## config.mk

```make
export PLATFORM = sky130hd
export DESIGN_NAME = bwr_board_ctrl
export DESIGN_NICKNAME = d
export VERILOG_FILES = /design/src/shared/bwr_pkg.sv /design/src/hdl/bwr_board_ctrl.sv
export SDC_FILE = /design/constraint.sdc
export NUM_CORES = 1
export LEC_CHECK = 0
export BUFFER_PORTS_ARGS = -buffer_cell sky130_fd_sc_hd__buf_4
export CAP_MARGIN = 20
export CORE_ASPECT_RATIO = 1.25
export CORE_MARGIN = 1.5
export CORE_UTILIZATION = 55
export CTS_CLUSTER_DIAMETER = 120
export DETAILED_ROUTE_END_ITERATION = 8
export HOLD_SLACK_MARGIN = 0.03
export PLACE_DENSITY_LB_ADDON = 0.2
export SLEW_MARGIN = 20
export SYNTH_ARGS = -nofsm -noshare
export SYNTH_HDL_FRONTEND = slang
export SYNTH_SLANG_ARGS = --single-unit
```

## constraint.sdc

```tcl
create_clock -name core_clk -period 2.35 [get_ports core_clk]
set_input_delay 0.47 -clock core_clk [delete_from_list [all_inputs] [get_ports core_clk]]
set_output_delay 0.47 -clock core_clk [all_outputs]
set_load 0.01 [all_outputs]
```

## src/shared/bwr_pkg.sv

```systemverilog
// constants and types for the board watchdog, reset and front LED logic
// Behaviour
// RULE1 - watchdog period selectable among 2, 10, 50 or 255 seconds
// RULE2 - after any system reset the watchdog is idle, needs no servicing
// RULE3 - first service request after reset arms the watchdog
// RULE4 - armed and service gap exceeds period: issue full board reset
// RULE5 - once armed, stays armed until next system reset
// RULE6 - period select writable anytime, new value used for later checks
// RULE7 - host must service faster than the selected period once armed
// RULE8 - handle switch actuation gives one power-button pulse
// RULE9 - handle open 4 seconds or longer forces soft-off S4/S5
// RULE10 - in override soft-off, open then close handle returns to S0
// RULE11 - handle open during power-up sends board to S4/S5
// RULE12 - setting makes handle act as reset button instead of power button
// RULE13 - settings can disable reset button and handle switch
// RULE14 - backplane reset input low resets board like the reset button
// RULE15 - power LED green only with supplies good and reset released
// RULE16 - in S4/S5: power LED off, general LED green, storage LED off
// RULE17 - in S3: power LED off, general LED off, storage LED green
// RULE18 - healthy S0 shows steady green power LED
// RULE19 - handle open makes power LED blink yellow
// RULE20 - power fault shows steady red power LED
// RULE21 - soft failure flag blinks power LED red until cleared
// RULE22 - general LED green from control bit, red from processor output
// RULE23 - service is one write strobe and restarts count from zero
// RULE24 - switch inputs synchronised and debounced, LEDs blink near 1 Hz
package bwr_pkg;
  // ========================================================
  // clock and time base
  localparam int CLK_HZ = 125_000_000;
  localparam int TICK_US = 1000;
  localparam int TICK_W = 17;
  localparam int MS_W = 18;
  localparam logic [TICK_W-1:0] TICK_CYCLES_DEF =
    TICK_W'(CLK_HZ / 1_000_000 * TICK_US);
  // ========================================================
  // watchdog periods, seconds as printed and in ms ticks
  localparam int WD_S_0 = 2;
  localparam int WD_S_1 = 10;
  localparam int WD_S_2 = 50;
  localparam int WD_S_3 = 255;
  localparam logic [MS_W-1:0] WD_MS_0_DEF = MS_W'(WD_S_0 * 1000);
  localparam logic [MS_W-1:0] WD_MS_1_DEF = MS_W'(WD_S_1 * 1000);
  localparam logic [MS_W-1:0] WD_MS_2_DEF = MS_W'(WD_S_2 * 1000);
  localparam logic [MS_W-1:0] WD_MS_3_DEF = MS_W'(WD_S_3 * 1000);
  localparam int WD_SEL_W = 2;
  // ========================================================
  // handle override and housekeeping times in ms ticks
  localparam int OVR_S = 4;
  localparam logic [MS_W-1:0] OVR_MS_DEF = MS_W'(OVR_S * 1000);
  localparam int DEB_W = 4;
  localparam logic [DEB_W-1:0] DEB_MS = 4'ha;
  localparam logic [4:0] BOOT_MS = 5'h14;
  localparam logic [8:0] BLINK_MS = 9'h1f4;
  // ========================================================
  // synchroniser bit positions; first three are debounced
  localparam int SI_HANDLE = 0;
  localparam int SI_BUTTON = 1;
  localparam int SI_BACKPL = 2;
  localparam int SI_SUPPLY = 3;
  localparam int SI_FAULT = 4;
  localparam int SI_GPRED = 5;
  localparam int SI_S3 = 6;
  localparam int SI_S45 = 7;
  localparam int SI_ACT_A = 8;
  localparam int SI_ACT_B = 9;
  localparam int SYNC_N = 10;
  localparam int DB_N = 3;
  localparam logic [SYNC_N-1:0] SYNC_RST = 10'h000;
  localparam logic [1:0] LED_OFF = 2'h0;
  typedef enum logic [1:0] {
    PWR_BOOT, PWR_S0, PWR_OFF, PWR_OFF_OPEN
  } bwr_pwr_t;
endpackage : bwr_pkg

```

## src/hdl/bwr_board_ctrl.sv

```systemverilog
// board watchdog, reset sources, power state and front LED driver
`timescale 1ns/1ps
module bwr_board_ctrl #(
  parameter logic [bwr_pkg::TICK_W-1:0] TICK_CYCLES =
    bwr_pkg::TICK_CYCLES_DEF,
  parameter logic [bwr_pkg::MS_W-1:0] WD_MS_0 = bwr_pkg::WD_MS_0_DEF,
  parameter logic [bwr_pkg::MS_W-1:0] WD_MS_1 = bwr_pkg::WD_MS_1_DEF,
  parameter logic [bwr_pkg::MS_W-1:0] WD_MS_2 = bwr_pkg::WD_MS_2_DEF,
  parameter logic [bwr_pkg::MS_W-1:0] WD_MS_3 = bwr_pkg::WD_MS_3_DEF,
  parameter logic [bwr_pkg::MS_W-1:0] OVR_MS = bwr_pkg::OVR_MS_DEF
) (
  input wire logic core_clk,
  input wire logic rst,
  // host software side, same clock
  input wire logic [bwr_pkg::WD_SEL_W-1:0] wd_period_sel,
  input wire logic wd_service,
  input wire logic soft_failure_flag,
  input wire logic general_led_green_bit,
  input wire logic cfg_handle_reset_mode,
  input wire logic cfg_handle_disable,
  input wire logic cfg_button_disable,
  // board pins, asynchronous
  input wire logic handle_open_in,
  input wire logic reset_button_in_n,
  input wire logic backplane_reset_in_n,
  input wire logic supplies_ok_in,
  input wire logic power_fault_in,
  input wire logic gp_red_gpio_in,
  input wire logic sleep_s3_in,
  input wire logic sleep_s45_in,
  input wire logic storage_act_a_in,
  input wire logic storage_act_b_in,
  // outputs
  output logic board_reset_out,
  output logic power_button_pulse,
  output logic power_override_pulse,
  output logic soft_off_out,
  output logic wd_armed_out,
  output logic wd_expired_out,
  output logic [1:0] power_ok_led,
  output logic [1:0] general_purpose_led,
  output logic [1:0] storage_activity_led
);
  import bwr_pkg::*;

  // ========================================================
  // declarations
  logic [TICK_W-1:0] tick_cnt_reg;
  logic tick_reg;
  logic [SYNC_N-1:0] pin_vec;
  logic [SYNC_N-1:0] sync1_reg;
  logic [SYNC_N-1:0] sync2_reg;
  logic [DB_N-1:0] db_reg;
  logic [DEB_W-1:0] db_cnt_reg [DB_N];
  logic [8:0] blink_cnt_reg;
  logic blink_reg;
  logic handle_open;
  logic handle_prev_reg;
  logic handle_rise;
  logic handle_pb;
  logic handle_rst;
  logic button_pressed;
  logic backplane_rst;
  bwr_pwr_t pwr_reg;
  logic [4:0] boot_cnt_reg;
  logic [MS_W-1:0] ovr_cnt_reg;
  logic pb_pulse_reg;
  logic ovr_pulse_reg;
  logic wd_armed_reg;
  logic wd_expired_reg;
  logic [MS_W-1:0] wd_cnt_reg;
  logic [MS_W-1:0] wd_limit;
  logic reset_next;
  logic reset_reg;
  logic in_s45;
  logic in_s3;
  logic healthy;
  logic [1:0] pg_reg;
  logic [1:0] gp_reg;
  logic [1:0] hd_reg;

  // period select decode, read afresh each cycle
  function automatic logic [MS_W-1:0] wd_period_ms(
    input logic [WD_SEL_W-1:0] sel
  );
    logic [MS_W-1:0] ms;
    ms = WD_MS_0;
    unique case (sel)
      2'h0: ms = WD_MS_0;
      2'h1: ms = WD_MS_1;
      2'h2: ms = WD_MS_2;
      2'h3: ms = WD_MS_3;
    endcase
    return ms;
  endfunction : wd_period_ms

  // ========================================================
  // millisecond tick shared by all slow counters
  always_ff @(posedge core_clk) begin
    if (rst) begin
      tick_cnt_reg <= '0;
      tick_reg <= 1'h0;
    end else if (tick_cnt_reg == TICK_CYCLES - 1'b1) begin
      tick_cnt_reg <= '0;
      tick_reg <= 1'h1;
    end else begin
      tick_cnt_reg <= tick_cnt_reg + 1'b1;
      tick_reg <= 1'h0;
    end
  end

  // ========================================================
  // pin synchronisers; active-low pins flipped before capture
  assign pin_vec[SI_HANDLE] = handle_open_in;
  assign pin_vec[SI_BUTTON] = ~reset_button_in_n;
  assign pin_vec[SI_BACKPL] = ~backplane_reset_in_n;
  assign pin_vec[SI_SUPPLY] = supplies_ok_in;
  assign pin_vec[SI_FAULT] = power_fault_in;
  assign pin_vec[SI_GPRED] = gp_red_gpio_in;
  assign pin_vec[SI_S3] = sleep_s3_in;
  assign pin_vec[SI_S45] = sleep_s45_in;
  assign pin_vec[SI_ACT_A] = storage_act_a_in;
  assign pin_vec[SI_ACT_B] = storage_act_b_in;

  // two stages, second one is the only reader of the first
  always_ff @(posedge core_clk) begin
    if (rst) begin
      sync1_reg <= SYNC_RST;
      sync2_reg <= SYNC_RST;
    end else begin
      sync1_reg <= pin_vec;
      sync2_reg <= sync1_reg;
    end
  end

  // ========================================================
  // debouncers: a new level must hold DEB_MS ticks to be taken
  for (genvar g = 0; g < DB_N; g++) begin : g_deb
    always_ff @(posedge core_clk) begin
      if (rst) begin
        db_reg[g] <= 1'h0;
        db_cnt_reg[g] <= '0;
      end else if (sync2_reg[g] == db_reg[g]) begin
        db_cnt_reg[g] <= '0;
      end else if (tick_reg) begin
        if (db_cnt_reg[g] == DEB_MS - 1'b1) begin
          db_reg[g] <= sync2_reg[g]; // see RULE24
          db_cnt_reg[g] <= '0;
        end else begin
          db_cnt_reg[g] <= db_cnt_reg[g] + 1'b1;
        end
      end
    end
  end

  // switch meanings after debouncing and configuration
  assign handle_open = db_reg[SI_HANDLE];
  assign handle_rise = handle_open & ~handle_prev_reg;
  assign handle_pb = ~cfg_handle_reset_mode & ~cfg_handle_disable;
  assign handle_rst = cfg_handle_reset_mode & ~cfg_handle_disable;
  assign button_pressed = db_reg[SI_BUTTON] & ~cfg_button_disable;
  assign backplane_rst = db_reg[SI_BACKPL];

  always_ff @(posedge core_clk) begin
    if (rst) begin
      handle_prev_reg <= 1'h0;
    end else begin
      handle_prev_reg <= handle_open;
    end
  end

  // ========================================================
  // blink source, toggles every BLINK_MS for about 1 Hz
  always_ff @(posedge core_clk) begin
    if (rst) begin
      blink_cnt_reg <= '0;
      blink_reg <= 1'h0;
    end else if (tick_reg) begin
      if (blink_cnt_reg == BLINK_MS - 1'b1) begin
        blink_cnt_reg <= '0;
        blink_reg <= ~blink_reg; // see RULE24
      end else begin
        blink_cnt_reg <= blink_cnt_reg + 1'b1;
      end
    end
  end

  // ========================================================
  // power state: boot check, override, open/close recovery
  always_ff @(posedge core_clk) begin
    if (rst) begin
      pwr_reg <= PWR_BOOT;
      boot_cnt_reg <= '0;
      ovr_cnt_reg <= '0;
      pb_pulse_reg <= 1'h0;
      ovr_pulse_reg <= 1'h0;
    end else begin
      pb_pulse_reg <= 1'h0;
      ovr_pulse_reg <= 1'h0;
      unique case (pwr_reg)
        // wait past the debounce time so the handle level is real
        PWR_BOOT: begin
          if (tick_reg) begin
            if (boot_cnt_reg == BOOT_MS - 1'b1) begin
              pwr_reg <= (handle_open && handle_pb) ?
                PWR_OFF : PWR_S0; // see RULE11
            end else begin
              boot_cnt_reg <= boot_cnt_reg + 1'b1;
            end
          end
        end
        PWR_S0: begin
          pb_pulse_reg <= handle_rise & handle_pb; // see RULE8
          if (!(handle_open && handle_pb)) begin
            ovr_cnt_reg <= '0;
          end else if (tick_reg) begin
            if (ovr_cnt_reg == OVR_MS - 1'b1) begin
              ovr_cnt_reg <= '0;
              ovr_pulse_reg <= 1'h1;
              pwr_reg <= PWR_OFF; // see RULE9
            end else begin
              ovr_cnt_reg <= ovr_cnt_reg + 1'b1;
            end
          end
        end
        // the handle that caused the override is still open here,
        // so only a fresh opening edge starts the way back
        PWR_OFF: begin
          if (handle_rise && handle_pb) begin
            pwr_reg <= PWR_OFF_OPEN;
          end
        end
        PWR_OFF_OPEN: begin
          if (!handle_open && handle_pb) begin
            pwr_reg <= PWR_S0; // see RULE10
          end
        end
      endcase
    end
  end

  // ========================================================
  // board watchdog: idle after reset, armed by first service
  assign wd_limit = wd_period_ms(wd_period_sel); // see RULE1 RULE6

  always_ff @(posedge core_clk) begin
    if (rst) begin
      wd_armed_reg <= 1'h0; // see RULE2
      wd_cnt_reg <= '0;
      wd_expired_reg <= 1'h0;
    end else if (wd_service) begin
      wd_armed_reg <= 1'h1; // see RULE3 RULE5
      wd_cnt_reg <= '0; // see RULE23
    end else if (wd_armed_reg && tick_reg) begin
      // one tick beyond the period means the gap was exceeded
      if (wd_cnt_reg >= wd_limit) begin
        wd_expired_reg <= 1'h1; // see RULE4
      end else begin
        wd_cnt_reg <= wd_cnt_reg + 1'b1;
      end
    end
  end

  // ========================================================
  // board reset request; watchdog expiry holds it until system reset, other sources only while active
  assign reset_next = wd_expired_reg // see RULE4
    | button_pressed // see RULE13
    | (handle_open & handle_rst) // see RULE12
    | backplane_rst; // see RULE14

  always_ff @(posedge core_clk) begin
    if (rst) begin
      reset_reg <= 1'h0;
    end else begin
      reset_reg <= reset_next;
    end
  end

  // ========================================================
  // LED indication, sleep states take precedence
  assign in_s45 = (pwr_reg == PWR_OFF) || (pwr_reg == PWR_OFF_OPEN)
    || sync2_reg[SI_S45];
  assign in_s3 = sync2_reg[SI_S3] & ~in_s45;
  assign healthy = sync2_reg[SI_SUPPLY] & ~reset_reg
    & (pwr_reg != PWR_BOOT);

  // power LED bits are {red, green}; both lit reads as yellow
  always_ff @(posedge core_clk) begin
    if (rst) begin
      pg_reg <= LED_OFF;
    end else if (in_s45 || in_s3) begin
      pg_reg <= LED_OFF; // see RULE16 RULE17
    end else if (sync2_reg[SI_FAULT]) begin
      pg_reg <= 2'h2; // see RULE20
    end else if (handle_open) begin
      pg_reg <= {blink_reg, blink_reg}; // see RULE19
    end else if (soft_failure_flag) begin
      pg_reg <= {blink_reg, 1'h0}; // see RULE21
    end else if (healthy) begin
      pg_reg <= 2'h1; // see RULE15 RULE18
    end else begin
      pg_reg <= LED_OFF;
    end
  end

  // general LED bits are {red, green}
  always_ff @(posedge core_clk) begin
    if (rst) begin
      gp_reg <= LED_OFF;
    end else if (in_s45) begin
      gp_reg <= 2'h1; // see RULE16
    end else if (in_s3) begin
      gp_reg <= LED_OFF; // see RULE17
    end else begin
      gp_reg <= {sync2_reg[SI_GPRED], general_led_green_bit}; // see RULE22
    end
  end

  // storage LED bits are {yellow, green}, activity otherwise
  always_ff @(posedge core_clk) begin
    if (rst) begin
      hd_reg <= LED_OFF;
    end else if (in_s45) begin
      hd_reg <= LED_OFF; // see RULE16
    end else if (in_s3) begin
      hd_reg <= 2'h1; // see RULE17
    end else begin
      hd_reg <= {sync2_reg[SI_ACT_B], sync2_reg[SI_ACT_A]};
    end
  end

  // ========================================================
  // outputs, all from flip-flops except soft_off_out, decoded from pwr_reg and the S4/S5 pin
  assign board_reset_out = reset_reg;
  assign power_button_pulse = pb_pulse_reg;
  assign power_override_pulse = ovr_pulse_reg;
  assign soft_off_out = in_s45;
  assign wd_armed_out = wd_armed_reg;
  assign wd_expired_out = wd_expired_reg;
  assign power_ok_led = pg_reg;
  assign general_purpose_led = gp_reg;
  assign storage_activity_led = hd_reg;

endmodule : bwr_board_ctrl

```

==> Word level (Yosys, flattened, before mapping) <==
Memories as Yosys holds them, arrays and structs flattened.
Index checks and enable logic that the tools add are counted.
{ "word_totals": {"ram_bits": 12, "regBits": 106, "inputBits": 20, "out_inout_bits": 12, "n_memories": 1, "elab_cells": 199} }
{ "memory_table": {"columns": ["memory", "depth", "word_bits", "rd", "rd_clocked_by_memory_dff", "write_ports", "line_no", "rtl"], "rows": [
  ["db_cnt_reg", 3, 4, 3, 0, 3, "bwr_board_ctrl.sv:54", "logic [DEB_W-1:0] db_cnt_reg [DB_N];"]
]} }
{ "op_classes": {"bitwise_logic": 39, "n_reduce_logical": 28, "eq_ne": 24, "addsub": 8, "n_mux": 73, "n_lt_le_gt_ge": 1} }
{ "op_table": {"columns": ["operator", "count"], "rows": [
  ["one-hot mux 18 bit (4 select lines)", 1],
  ["2-to-1 mux 18 bit", 3],
  ["2-to-1 mux 1 bit", 47],
  ["adder 18 x 1 -> 18 bit (second input constant)", 2],
  ["2-to-1 mux 4 bit", 9],
  ["2-to-1 mux 2 bit", 11],
  ["equality test 18 x 12 -> 1 bit (second input constant)", 1],
  ["greater-or-equal comparator 18 bit", 1],
  ["inverter 1 bit", 18],
  ["adder 17 x 1 -> 17 bit (second input constant)", 1],
  ["equality test 17 bit (second input constant)", 1],
  ["!= test 2 bit (second input constant)", 8],
  ["AND reduction 3 bit", 5],
  ["adder 4 x 1 -> 4 bit (second input constant)", 3],
  ["equality test 4 bit (second input constant)", 3],
  ["OR 1 bit", 12],
  ["OR reduction 2 bit", 5],
  ["adder 9 x 1 -> 9 bit (second input constant)", 1],
  ["AND 1 bit", 9],
  ["equality test 9 bit (second input constant)", 1],
  ["2-to-1 mux 9 bit", 1],
  ["equality test 2 bit (second input constant)", 4],
  ["one-hot mux 2 bit (4 select lines)", 1],
  ["AND reduction 7 bit", 1],
  ["other kinds (12)", 24]
]} }

==> Logic depth before layout (Yosys ltp) <==
An unclocked memory read counts as a cell.
{ "logic_depth": {"depth_word": 9, "mapped_depth": 10, "mapped_depth_nobuf": 8} }

==> Worst setup path after synthesis <==
Ideal clock, no wire load.
{ "synth_timing": {"path_kind": "input port to flip-flop", "from": "input wd_period_sel[1] (netlist bit)", "to": "register wd_cnt_reg[13]", "path_stages": 8, "required_time_ns": 2.280, "setup_time_ns": 0.070, "path_slack_ns": -0.007, "n_path_buf": 1, "t_arrival_ns": 2.287, "cell_sequence": "inv_1 > ha_1 > and4_1 > and2_1 > a221o_1 > buf_2 > or4_1 > a21oi_1"} }
{ "synth_via": {"elab_chain_len": 5, "elab_cells_between_ends": 8, "cone_classes": "order compare (1); eq/ne (3); mux (1); bitwise (1); reduce/logical (2)"} }
{ "synth_rtl": {"columns": ["item", "line_no", "rtl"], "rows": [
  ["start: declaration", "bwr_board_ctrl.sv:15", "input wire logic [bwr_pkg::WD_SEL_W-1:0] wd_period_sel,"],
  ["equality test 2 bit, or another cell as far along", "bwr_board_ctrl.sv:88", "unique case (sel)"],
  ["one-hot mux 18 bit (4 select lines) (*)", "bwr_board_ctrl.sv:88", null],
  ["greater-or-equal comparator 18 bit (*)", "bwr_board_ctrl.sv:256", "if (wd_cnt_reg >= wd_limit) begin"],
  ["inverter 1 bit (no line) (*)", null, null],
  ["AND reduction 2 bit (no line) (*)", null, null],
  ["end signal: assignment", "bwr_board_ctrl.sv:259", "wd_cnt_reg <= wd_cnt_reg + 1'b1;"],
  ["end: declaration", "bwr_board_ctrl.sv:71", "logic [MS_W-1:0] wd_cnt_reg;"]
]} }
Mark *: on every way between the ends. The rest lies on a longest branch, timed or not. The select of a mux whose other input is x is not followed.
A chain may end at the register's enable or synchronous reset.

==> Final worst setup path <==
{ "layout_timing": {"from": "register wd_cnt_reg[13]", "to": "register wd_cnt_reg[17]"} }
{ "layout_via": {"elab_chain_len": 3, "elab_cells_between_ends": 4, "cone_classes": "add/sub (1); order compare (1); bitwise (1); reduce/logical (1)"} }
{ "layout_rtl": {"columns": ["item", "line_no"], "rows": [
  ["greater-or-equal comparator 18 bit", "bwr_board_ctrl.sv:256"],
  ["inverter 1 bit (no line)", null],
  ["AND reduction 2 bit (no line)", null]
]} }
Parallel ways exist; a longest one is shown, timed or not.

==> results.py <==
metrics = {
    "yosys": {
        "post_synth.cell_area_avg_um2": 8.92,
        "synth_top_flop_cell": "dfxtp_1",
        "yosys_warnings": 0,
        "synth_most_common_cell": "dfxtp_1",
        "synth-edff-count": 12,
        "synthesis.nets": 663,
        "syn-cell-area_um2": 5500,
        "synth.top_cells.by_area": "dfxtp_1 39%, edfxtp_1 6.6%, ha_1 6.1%",
        "synth-seq-area-share_pct": 45.2,
        "synth-seq-cells": 118,
        "ys_types": 51,
        "yosysTopAreaCellShare_pct": 38.6,
        "postSynth.asyncResetShare_pct": 0,
        "synthTopCellsByCount": "106 x dfxtp_1, 89 x nor2_1, 45 x nand2_1",
        "yosys.area.top_type": "dfxtp_1",
        "syn-instance-count": 616,
    },
    "worst_setup_path": {
        "cp_cell_sequence": "ha_1, nor4bb_1, and2_1, a221o_1, buf_12, or4_1, a21oi_1",
        "crit_fanout": 27,
        "crit_family": "simple AND/OR/NAND/NOR gates",
        "cp.required_ps": 2680,
        "cp-start-kind": "flip-flop",
        "arrival_ps": 2590,
        "cp.buffers_inverters": 1,
        "end_kind": "flip-flop",
        "rr_startpoint": "wd_cnt_reg[13]$_SDFFE_PP0P_",
        "slowest_stage": "or4_1",
        "cpPeakStageDelay_ps": 500,
        "timing.rr.end": "wd_cnt_reg[17]$_SDFFE_PP0P_",
        "reg2reg_slack_ps": 90,
        "critPathKind": "reg2reg",
        "r2r_cells": 7,
    },
    "power": {
        "power.leakage_uw": 0.00255,
        "peakVddDrop_mv": 0.492,
        "power.density_nw_per_um2": 731,
    },
    "global_routing": {
        "first_global_vias": 4508,
        "antenna_found_initial": 0,
        "grt_usage_pct": 23.3,
        "gr-total-overflow": 0,
        "grt_max_degree": 29,
        "grt_pass1_wl_mm": 19.6,
    },
    "job": {
        "maxCapViolCount": 0,
    },
    "finish": {
        "final_nets": 717,
        "drive_above_1_share_pct": 15.2,
        "diodes": 0,
        "area_growth_syn_to_layout_pct": 20.2,
        "instances_no_fill": 809,
        "design_area_um2": 6610,
    },
    "sta": {
        "period_minus_slack_ps": 2260,
        "hold-worst-slack_ps": 203,
        "fmax_ghz": 0.442,
        "period_share_pct": 96.2,
        "grt_setup_unrepaired": "no",
        "clock_skew_ps": 15.2,
        "setup_viol": 0,
        "tightest_slew_ps": 728,
        "max_slew_margin_pct": 51.4,
        "hold_viol": 0,
        "slew_violations": 0,
    },
    "floorplanning": {
        "fp.dieArea_um2": 10600,
        "die_h_um": 115,
        "row_count": 40,
        "io-pin-count": 32,
        "core-area_um2": 9660,
        "die_x_um": 92.4,
        "initial_core_util_pct": 56.9,
    },
    "drt": {
        "drc": 0,
        "routedWlPerCell_um": 14.0,
        "wl_mm": 11.3,
        "num_vias": 4465,
        "antenna_left": 0,
        "first_pass_iters": 4,
        "drt_iter0_markers": 136,
        "viasPerCell": 5.52,
    },
    "clock_network": {
        "post_cts_buffers": 0,
        "cts-root-buf": "clkbuf_16",
        "clk_pin_slew_ps": 60,
        "clock_latency_ps": 410,
        "hold_buffers": 0,
        "cts_tree": "built",
        "cts_buffers": 17,
        "cts-resized-gates": 0,
        "cts_buffer_depth": 2,
        "htree_num_levels": 4,
        "clkSinkCount": 118,
    },
    "status": {
        "status": "complete, no violations",
    },
    "placed_design": {
        "dp_cells": 777,
        "portBuffers": 31,
        "gp_congestion": 0.863,
        "hpwl_mm": 8.12,
        "placed_area_um2": 6040,
    },
    "worst_hold_path": {
        "min_path_cells": 2,
        "hold_path_class": "in2reg",
        "hp-start": "backplane_reset_in_n",
        "hold_end": "sync1_reg[2]$_SDFF_PP0_",
    },
}
-- where the power goes --
part	switching (µW)	internal [µW]
registers	31.4	2080
clock network	901	1470
logic	190	154
total	1120	3700
-- per-layer routing --
layer,up-vias,wire (µm),GRT usage (%)
met5,-,0,0
met4,0,177,9.03
met3,15,322,7.01
met2,55,5970,42.6
met1,2119,4850,24.9
li1,2276,-,-
-- worst max-delay path by stage --
stage,startpoint,end,cells after the start
3_3_place_gp,wd_period_sel[0],wd_cnt_reg[10]$_SDFFE_PP0P_,10
5_1_grt,wd_cnt_reg[13]$_SDFFE_PP0P_,wd_cnt_reg[17]$_SDFFE_PP0P_,7
6_report,wd_cnt_reg[13]$_SDFFE_PP0P_,wd_cnt_reg[17]$_SDFFE_PP0P_,7
4_1_cts,wd_cnt_reg[16]$_SDFFE_PP0P_,wd_cnt_reg[17]$_SDFFE_PP0P_,7
2_1_floorplan,wd_period_sel[1],wd_cnt_reg[13]$_SDFFE_PP0P_,9
3_5_place_dp,wd_period_sel[0],wd_cnt_reg[17]$_SDFFE_PP0P_,10
-- placed cells by master (no fill, tap or decap), types with 24 or more instances in the layout --
| cell type | n |
|---|---|
| dfxtp_1 | 103 |
| nor2_1 | 89 |
| buf_4 | 57 |
| nand2_1 | 44 |
| xor2_1 | 29 |
| a21oi_1 | 28 |
| nand3_1 | 28 |
| nor2b_1 | 25 |
| ha_1 | 25 |
| inv_1 | 24 |
-- per-stage QoR --
step	setup WS, ps	util, %	power (µW)	setup TNS [ps]
after floorplan	21.6	-	2370	0
after global placement	-197	62.5	2480	-2470
after detailed placement	-316	62.5	2490	-3820
after CTS	20.5	68.2	4870	0
after global routing	14.8	68.4	5020	0
final	88.7	68.4	4830	0
-- cell families after synthesis --
group	synth area share (%)
AO/OA/AOI/OAI	10.1
XOR/XNOR	7.65
adder cells (fa/ha/maj)	6.15
buffers and inverters	3.32
flip-flops	45.2
multiplexers	0.729
AND/OR/NAND/NOR	26.9
-- layout make-up --
class / count / area [µm²]
fill: 759 / 3050
clock buffer: 19 / 443
tap: 126 / 158
sequential: 118 / 2490
inverter: 24 / 90.1
clock inverter: 13 / 110
multi-input combinational: 451 / 2870
timing repair buffer: 58 / 448
-- worst reg2reg max path: stages, from the launching register on --
cell and delay [ps]:
dfxtp_1 340, ha_1 320, nor4bb_1 160, and2_1 180
a221o_1 360, buf_12 170, or4_1 500, a21oi_1 170
Note: power is estimated with default switching activity, not from simulation.
